File: src/pgra_consts.svh
/*
  constants of the bus request/grant arbiter: requester indices, priority
  modes and the idle value of the five grant outputs.
  assumes inclusion by bare name from the arbiter sources.
*/
`ifndef PGRA_CONSTS_SVH
`define PGRA_CONSTS_SVH
`define PGRA_NUM_REQ 5
`define PGRA_IDX_HOST 0
`define PGRA_IDX_INIT0 1
`define PGRA_IDX_INIT1 2
`define PGRA_IDX_INIT2 3
`define PGRA_IDX_INIT3 4
`define PGRA_MODE_FIXED 2'h0
`define PGRA_MODE_ROTATE 2'h1
`define PGRA_MODE_MIXED 2'h2
`define PGRA_GNT_IDLE 5'h1f
`endif

File: src/pgra_pkg.sv
/*
  types of the bus request/grant arbiter.
  assumes nothing beyond a systemverilog compiler.
*/
`default_nettype none
package pgra_pkg;
  typedef enum logic [2:0] {
    PGRA_RESET = 3'b001,
    PGRA_IDLE = 3'b010,
    PGRA_OWNED = 3'b100
  } pgra_state_t;
endpackage
`default_nettype wire

File: src/pgra_pick.sv
/*
  combinational winner picker: fixed, rotating or mixed priority over
  active-high requests; one-hot result.
  assumes the caller registers the result.
*/
`include "pgra_consts.svh"
`default_nettype none
module pgra_pick #(
  parameter int N = `PGRA_NUM_REQ
) (
  input wire logic [N-1:0] req,
  input wire logic [1:0] mode,
  input wire logic [N-1:0] last,
  output logic [N-1:0] win
);
  // rotate start past the last owner; mixed keeps host first, rotates the rest
  function automatic logic [N-1:0] pick_from(input logic [N-1:0] r,
                                             input logic [N-1:0] l);
    logic [2*N-1:0] dbl;
    logic [N-1:0] res;
    int s;
    int k;
    dbl = '0;
    res = '0;
    s = 0;
    for (k = 0; k < N; k++) begin
      if (l[k]) begin
        s = k + 1;
      end
    end
    dbl = {r, r};
    for (k = 2 * N - 1; k >= 0; k--) begin
      if (k >= s && k < s + N && dbl[k]) begin
        res = '0;
        res[k % N] = 1'b1;
      end
    end
    return res;
  endfunction

  wire logic [N-1:0] fixed_win = req & (~req + {{(N-1){1'b0}}, 1'b1});
  wire logic [N-1:0] rot_win = pick_from(req, last);
  wire logic [N-1:0] mix_win = req[0] ? {{(N-1){1'b0}}, 1'b1} :
                                        pick_from(req, last);
  assign win = (mode == `PGRA_MODE_ROTATE) ? rot_win :
               (mode == `PGRA_MODE_MIXED) ? mix_win : fixed_win;
endmodule // pgra_pick
`default_nettype wire

File: src/pgra_arbiter.sv
/*
  bus request/grant arbiter of the bridge, with strap-selected internal or
  external arbitration and system-error to nmi.
  assumes all inputs synchronous to clk; arst_n follows the bus reset.
*/
// What this block does
// - enable arbiter if host request high at release
// - disable arbiter if host request low then
// - low host request is a pending request
// - config enable also decides request-1 use
// - request-0 pin: initiator request or external grant
// - ignore request 1 when arbiter disabled
// - drive host grant low to award bus
// - grant-0 pin: grant or request to external
// - grant-1 pin: grant or resume after retry
// - host grant undriven from reset start
// - grant 0 and 1 undriven from reset
// - grant follows scheme and current requests
// - drive grant 2 or 3 low to award
// - grants 2 and 3 high in reset
// - low system error raises nmi
`include "pgra_consts.svh"
`default_nettype none
module pgra_arbiter #(
  parameter int N = `PGRA_NUM_REQ
) (
  input wire logic clk,
  input wire logic arst_n,
  input wire logic host_bus_request_n,
  input wire logic initiator0_request_n,
  input wire logic initiator1_request_n,
  input wire logic initiator2_request_n,
  input wire logic initiator3_request_n,
  input wire logic bus_frame_n,
  input wire logic bus_irdy_n,
  input wire logic cfg_arb_write,
  input wire logic cfg_arb_enable,
  input wire logic [1:0] cfg_prio_mode,
  input wire logic bridge_bus_need,
  input wire logic retry_cleared,
  input wire logic system_error_n,
  output logic host_bus_grant_n,
  output logic host_bus_grant_oe_n,
  output logic initiator0_grant_n,
  output logic initiator0_grant_oe_n,
  output logic initiator1_grant_n,
  output logic initiator1_grant_oe_n,
  output logic initiator2_grant_n,
  output logic initiator3_grant_n,
  output logic arb_enabled,
  output logic bridge_owns_bus,
  output logic nmi
);
  // the pin map below is written for the host plus four initiators
  if (N != `PGRA_NUM_REQ) begin : g_bad_n
    $error("pgra_arbiter serves exactly five requesters");
  end

  pgra_pkg::pgra_state_t state;
  pgra_pkg::pgra_state_t next_state;
  logic strap_pending;
  logic [1:0] mode;
  logic [N-1:0] grant;
  logic [N-1:0] last;
  logic [N-1:0] next_grant;
  logic next_arb_enabled;

  // active-low pin level of one slot of a grant vector
  function automatic logic grant_pin_n(input logic enabled, input logic [N-1:0] gv,
                                       input int idx);
    return ~(enabled & gv[idx]);
  endfunction

  // internal mode: low request pins are pending requests
  wire logic [N-1:0] req = {~initiator3_request_n, ~initiator2_request_n,
                            ~initiator1_request_n & arb_enabled,
                            ~initiator0_request_n,
                            ~host_bus_request_n};
  wire logic [N-1:0] win;
  wire logic bus_idle = bus_frame_n & bus_irdy_n;
  wire logic owner_keeps = |(grant & req);
  // regrant only when the owner has dropped its request and the bus is idle
  wire logic may_switch = ~owner_keeps & bus_idle;
  // external mode: request-0 pin carries the outside grant
  wire logic ext_granted = ~initiator0_request_n;

  pgra_pick #(.N(N)) u_pick (
    .req(req),
    .mode(mode),
    .last(last),
    .win(win)
  );

  always_comb begin
    next_state = state;
    next_grant = grant;
    case (state)
      pgra_pkg::PGRA_RESET: begin
        // the strap edge never grants
        next_state = pgra_pkg::PGRA_IDLE;
        next_grant = '0;
      end
      pgra_pkg::PGRA_IDLE: begin
        // a first grant waits for an idle bus
        if (arb_enabled && |req && bus_idle) begin
          next_grant = win;
          next_state = pgra_pkg::PGRA_OWNED;
        end
      end
      pgra_pkg::PGRA_OWNED: begin
        // arbiter switched off by config: drop the grant
        if (!arb_enabled) begin
          next_grant = '0;
          next_state = pgra_pkg::PGRA_IDLE;
        end else if (may_switch) begin
          next_grant = win;
          next_state = |req ? pgra_pkg::PGRA_OWNED : pgra_pkg::PGRA_IDLE;
        end
      end
      default: begin
        // illegal code: fall back to idle with no grant
        next_state = pgra_pkg::PGRA_IDLE;
        next_grant = '0;
      end
    endcase
  end

  // strap caught at the first edge after reset release, then config writes
  always_comb begin
    next_arb_enabled = arb_enabled;
    if (strap_pending) begin
      next_arb_enabled = host_bus_request_n;
    end else if (cfg_arb_write) begin
      next_arb_enabled = cfg_arb_enable;
    end
  end

  always_ff @(posedge clk or negedge arst_n) begin
    if (!arst_n) begin
      strap_pending <= 1'b1;
      arb_enabled <= 1'b0;
    end else begin
      strap_pending <= 1'b0;
      arb_enabled <= next_arb_enabled;
    end
  end

  always_ff @(posedge clk or negedge arst_n) begin
    if (!arst_n) begin
      state <= pgra_pkg::PGRA_RESET;
      grant <= '0;
      last <= '0;
      mode <= `PGRA_MODE_FIXED;
      bridge_owns_bus <= 1'b0;
      nmi <= 1'b0;
    end else begin
      state <= next_state;
      grant <= next_grant;
      if (|next_grant) begin
        last <= next_grant;
      end
      if (cfg_arb_write) begin
        mode <= cfg_prio_mode;
      end
      bridge_owns_bus <= ~arb_enabled & ext_granted & ~strap_pending;
      if (!system_error_n) begin
        nmi <= 1'b1;
      end else begin
        nmi <= 1'b0;
      end
    end
  end

  // next pin levels follow the new mode, so a mode switch never shows stale pins
  wire logic next_host_grant_n = grant_pin_n(next_arb_enabled, next_grant,
                                             `PGRA_IDX_HOST);
  wire logic next_init0_grant_n = next_arb_enabled ?
                                  grant_pin_n(1'b1, next_grant, `PGRA_IDX_INIT0) :
                                  ~bridge_bus_need;
  wire logic next_init1_grant_n = next_arb_enabled ?
                                  grant_pin_n(1'b1, next_grant, `PGRA_IDX_INIT1) :
                                  ~retry_cleared;
  wire logic next_init2_grant_n = grant_pin_n(next_arb_enabled, next_grant,
                                              `PGRA_IDX_INIT2);
  wire logic next_init3_grant_n = grant_pin_n(next_arb_enabled, next_grant,
                                              `PGRA_IDX_INIT3);

  // pin drivers; shared pins undriven until the strap has been taken
  always_ff @(posedge clk or negedge arst_n) begin
    if (!arst_n) begin
      host_bus_grant_n <= 1'b1;
      host_bus_grant_oe_n <= 1'b1;
      initiator0_grant_n <= 1'b1;
      initiator0_grant_oe_n <= 1'b1;
      initiator1_grant_n <= 1'b1;
      initiator1_grant_oe_n <= 1'b1;
      initiator2_grant_n <= 1'b1;
      initiator3_grant_n <= 1'b1;
    end else if (strap_pending) begin
      host_bus_grant_oe_n <= 1'b1;
      initiator0_grant_oe_n <= 1'b1;
      initiator1_grant_oe_n <= 1'b1;
    end else begin
      host_bus_grant_oe_n <= ~next_arb_enabled;
      initiator0_grant_oe_n <= 1'b0;
      initiator1_grant_oe_n <= 1'b0;
      host_bus_grant_n <= next_host_grant_n;
      initiator0_grant_n <= next_init0_grant_n;
      initiator1_grant_n <= next_init1_grant_n;
      initiator2_grant_n <= next_init2_grant_n;
      initiator3_grant_n <= next_init3_grant_n;
    end
  end

endmodule // pgra_arbiter
`default_nettype wire

File: config.mk
export PLATFORM = sky130hd
export DESIGN_NAME = pgra_arbiter
export DESIGN_NICKNAME = d
export VERILOG_FILES = /design/src/pgra_pkg.sv /design/src/pgra_pick.sv /design/src/pgra_arbiter.sv
export VERILOG_INCLUDE_DIRS = /design/src
export SDC_FILE = /design/constraint.sdc
export NUM_CORES = 1
export LEC_CHECK = 0
export BUFFER_PORTS_ARGS = -buffer_cell sky130_fd_sc_hd__buf_2
export CAP_MARGIN = 10
export CELL_PAD_IN_SITES_DETAIL_PLACEMENT = 0
export CELL_PAD_IN_SITES_GLOBAL_PLACEMENT = 2
export CORE_MARGIN = 8
export CORE_UTILIZATION = 36
export CTS_CLUSTER_SIZE = 30
export DETAILED_ROUTE_END_ITERATION = 6
export PLACE_DENSITY_LB_ADDON = 0.1
export REMOVE_ABC_BUFFERS = 1
export SYNTH_ARGS = -nofsm -noshare
export SYNTH_HDL_FRONTEND = slang
export SYNTH_SLANG_ARGS = --single-unit
File: constraint.sdc
create_clock -name clk -period 4.6 [get_ports clk]
set_input_delay 0.46 -clock clk [delete_from_list [all_inputs] [get_ports clk]]
set_output_delay 0.46 -clock clk [all_outputs]
set_load 0.05 [all_outputs]
# Word level (Yosys, flattened, before mapping)
# Index checks and enable logic that the tools add are counted.
# word_totals
elab_cells,130
out_inout_bits,11
register_bits,26
# classes
reduce_logical,26
order_cmp,20
n_addsub,2
n_eq_ne,6
n_mux,34
n_bitwise,27
# op_table
cell,n
"< comparator 4 x 32 -> 1 bit, first input constant",4
two-way mux 5 bit,16
"< comparator 3 x 32 -> 1 bit, first input constant",2
"< comparator 1 x 32 -> 1 bit, first input constant",1
"< comparator 2 x 32 -> 1 bit, first input constant",1
"< comparator 5 x 32 -> 1 bit, first input constant",1
logical AND 1 bit,22
two-way mux 3 bit,6
NOT 1 bit,16
OR reduction 5 bit,3
">= comparator 3 bit, first input constant",4
AND 5 bit,2
case mux 5 bit (2 select lines),1
AND 1 bit,8
">= comparator 4 x 3 -> 1 bit, first input constant",2
two-way mux 1 bit,8
">= comparator 1 x 3 -> 1 bit, first input constant",2
">= comparator 2 x 3 -> 1 bit, first input constant",2
case mux 3 bit (2 select lines),1
"adder 5 x 1 -> 5 bit, second input constant",1
NOT 5 bit,1
"adder 3 x 3 -> 4 bit, second input constant",1
"< comparator 4 bit, first input constant",1
two-way mux 2 bit,2
7 further kinds,7

# Longest topological paths before layout
# logic_depth
ltp_word,27
ltp_mapped,13
ltp_nobuf,13

# Hierarchy
# A second synthesis with hierarchy kept.
# hier_totals
hier_cells,162
hier_area_um2,1572.8
# by_module_without_submodules
mod,seq_area_each_um2,cells_per_inst,instances,area_per_inst_um2
pgra_arbiter,661.9,97,1,1151.1
pgra_pick,0.0,65,1,421.7

# Worst setup path after synthesis
# OpenSTA, ideal clock, no wires.
# synth_timing
kind,register -> register
start,register last[4]
end,register last[4]
path_buffers,1
required_ns,4.480
synth_period_minus_slack_ns,2.729
setup_ns,0.120
path_stages_with_launch,12
t_arrival_ns,2.608
path_slack_ns,1.871
cell_sequence,dfrtp_1 -> clkbuf_1 -> nor2_2 -> o21ai_0 -> inv_1 -> ha_1 -> or3b_2 -> o2111a_1 -> nor4_1 -> o22ai_1 -> o21a_1 -> a41o_1
# synth_between
elab_chain_cells,22
elab_cells_between_ends,60
classes_between,1 x add/sub; 20 x order compare; 18 x mux; 21 x reduce/logical
# synth_lines
item,line,rtl
from (decl),pgra_arbiter.sv:64,logic [N-1:0] last;
from (signal assigned),pgra_arbiter.sv:160,last <= next_grant;
two-way mux 3 bit *,pgra_pick.sv:27,if (l[k]) begin
"parallel branches: the longest is 13 deep, another holds < comparator 5 x 32 -> 1 bit",--,
two-way mux 5 bit *,pgra_pick.sv:33,if (k >= s && k < s + N && dbl[k]) begin
two-way mux 5 bit,pgra_pick.sv:43,"wire logic [N-1:0] mix_win = req[0] ? {{(N-1){1'b0}}, 1'b1} :"
two-way mux 5 bit,pgra_pick.sv:46,(mode == `PGRA_MODE_MIXED) ? mix_win : fixed_win;
two-way mux 5 bit *,pgra_pick.sv:45,assign win = (mode == `PGRA_MODE_ROTATE) ? rot_win :
two-way mux 5 bit,pgra_arbiter.sv:115,end else if (may_switch) begin
two-way mux 5 bit,pgra_arbiter.sv:112,if (!arb_enabled) begin
case mux 5 bit (2 select lines) *,pgra_arbiter.sv:97,case (state)
OR reduction 5 bit,pgra_arbiter.sv:159,if (|next_grant) begin
# Every way passes the cells marked *.
# A chain may end at the register's enable or synchronous reset.

# Worst setup path in the final report
# layout_timing
start,register last[3]
end,register last[4]
# layout_between
elab_chain_cells,23
elab_cells_between_ends,61
classes_between,1 x add/sub; 20 x order compare; 19 x mux; 21 x reduce/logical
# layout_lines
item,line
two-way mux 3 bit * (2 in series),pgra_pick.sv:27
"parallel branches: the longest is 13 deep, another holds < comparator 5 x 32 -> 1 bit",--
two-way mux 5 bit *,pgra_pick.sv:33
two-way mux 5 bit,pgra_pick.sv:43
two-way mux 5 bit,pgra_pick.sv:46
two-way mux 5 bit *,pgra_pick.sv:45
two-way mux 5 bit,pgra_arbiter.sv:115
two-way mux 5 bit,pgra_arbiter.sv:112
case mux 5 bit (2 select lines) *,pgra_arbiter.sv:97
OR reduction 5 bit,pgra_arbiter.sv:159
# Marks and branches as above.

==> flow_summary.ini <==
[outcome]
outcome = complete, no violations

[synthesis]
synth_edf_count = 0
yosys.area.top_type_share = 0.249
async_flop_share = 1.00
syn_area_per_cell_sq_um = 9.24
yosys_warnings = 0
yosysMostFrequentCell = dfrtp_1
synth_common_cells = dfrtp_1, inv_1, o21ai_0
ys_seq_area_frac = 0.387
synth.cell_area_sq_um = 1710
synth_cell_types = 62
yosys-top-cells-area = dfrtp_1, dfstp_2, o21ai_0
synth-seq-cells = 26
synth_top_area_cell = dfrtp_1
synth_cells = 185
synth_ff_type = dfrtp_1

[sta]
finalCritPeriodShare = 0.671
relSlewSlack = 0.529
setup_viol = 0
rsz0062_at_grt = no
tns_ps = 0
worstMarginPinSlew_ps = 702
final-hold-violation-count = 0
max_freq_ghz = 0.324
skew_ps = 4.05
layout_setup_ws_ps = 1510
period_minus_slack_ps = 3090
slew_violations = 0

[power_and_ir_drop]
p_total_mw = 0.865
power.leakage_nw = 0.868
p_per_area_nw_per_um2 = 450
ir_drop_v = 0.000269

[detailed_routing]
num_vias = 1509
totalWireLength_mm = 4.66
drtPass1Iterations = 4
first_iter_violations = 108
viasPerCell = 5.80
drtAntennaViolNets = 0
wl_per_cell_um = 17.9
drc = 0

[cts]
htreeDepth = 1
clkSinkCount = 26
cts_tree = yes
cts_resized = 0
clock_latency_ps = 260
cts_buffers = 3
cts.hold.buffers_added = 0
cts_setup_buffers = 0
clockBufferDepth = 2
cts-root-buf = clkbuf_8
cts.clk_slew.worst_paths_ps = 90

[global_routing]
grt_max_degree = 27
grt_first_pass_wirelength_mm = 7.99
antenna_found_initial = 0
grt_pass1_vias = 1613
track_usage = 0.135
gr-total-overflow = 0

[hold_path]
hold_class = input port to async pin

[floorplanning]
die_y_um = 84.9
start_util = 0.367
die-width_um = 84.9
fp.dieArea_sq_um = 7210
core_sq_um = 4660
rows = 25
io_pins = 27

[placed_design]
hpwl_mm = 3.67
place_ws_ps = 1540
place_congestion = 0.946
port_buffers = 26

[setup_path]
endpoint_kind = flop
worstPathArrival_ps = 3250
start_kind = flop
required_ps = 4760
worstSetupPathType = flop to flop
crit_fanout = 8

[run]
maxCapViolCount = 0

[layout]
syn2layout_area_growth_pct = 12.5
nNetsFinal = 226
insertedDiodeCount = 0
drive_above_1_share = 0.286
[path summary, 6_finish.rpt]
kind	start	endpoint	slack (ps)	depth (start not counted)
setup reg to reg	last[3]	last[4]	1510	10
setup / recovery	last[3]	last[4]	1510	10
min in group clk	system_error_n	nmi	320	2
hold reg to reg	strap_pending	initiator1_grant_oe_n	450	0
hold / removal	arst_n	mode[1]	180	1
max in group asynchronous	arst_n	host_bus_grant_oe_n	4050	1
[stage by stage]
stage / hold WS [ps] / cells / utilization / instance area (sq um)
after floorplan: 164 / 176 / - / 1650
after global placement: 440 / 256 / 0.397 / 1850
after detailed placement: 438 / 256 / 0.397 / 1850
after CTS: 190 / 260 / 0.413 / 1920
after global routing: 205 / 260 / 0.413 / 1920
final: 177 / 260 / 0.413 / 1920
[worst max-delay path, stage by stage, from the launching register on]
cell and delay [ps]:
dfrtp_1 480, nor2_2 310, o21ai_0 180, inv_1 120
ha_1 260, or3b_2 480, o2111a_1 180, nor4_1 310
o22ai_1 260, o21a_1 190, a41o_1 210
[power by group]
group / internal, mW / switching, mW
sequential: 0.259 / 0.0439
clock: 0.116 / 0.0687
combinational: 0.147 / 0.230
total: 0.523 / 0.343
[flip-flops by register name (all words and copies together), names as in the netlist]
register,flops
arb_enabled,1
bridge_owns_bus,1
grant,5
host_bus_grant_n,1
host_bus_grant_oe_n,1
initiator0_grant_n,1
initiator1_grant_n,1
initiator1_grant_oe_n,1
initiator2_grant_n,1
initiator3_grant_n,1
last,5
mode,2
nmi,1
state,3
strap_pending,1
[logic make-up after synthesis]
family,synth area share
other cells,0.00219
flops,0.387
fa+ha+maj,0.0220
xor+xnor,0.0103
compound gates,0.301
simple gates,0.190
buf+inv,0.0688
mux,0.0190
[cell type report]
cell class / instances / area [sq um]
fill: 481 / 2740
tap: 54 / 67.6
timing repair buffer: 26 / 130
multi-input combinational: 135 / 933
inverter: 15 / 58.8
clock inverter: 1 / 30.0
clock buffer: 3 / 41.3
sequential: 26 / 662
[layout by cell type, fill, tap and decap left out, drive strengths merged, types with 3 or more instances in the layout]
master   synthesis  layout
clkbuf           2       3
nand2b           6       6
or2              5       5
nand3            5       5
o31ai            4       4
nand2            6       6
o2111ai          4       4
buf              8      26
o22ai            3       3
o21ai           14      14
nor3            10      10
dfrtp           17      17
nor4             4       4
nor2b            4       4
a21o             4       4
ha               3       3
dfstp            9       9
inv             15      15
a21oi            9       9
a211oi           3       3
nor2             8       8
o211ai           4       4
[routing by layer]
metal	share of wire	routed length (um)	GRT usage
met1	0.45	2090	0.167
met2	0.50	2330	0.227
met3	0.028	129	0.0164
met4	0.024	113	0.0599
met5	0	0	0
(Power assumes the default switching activity.)
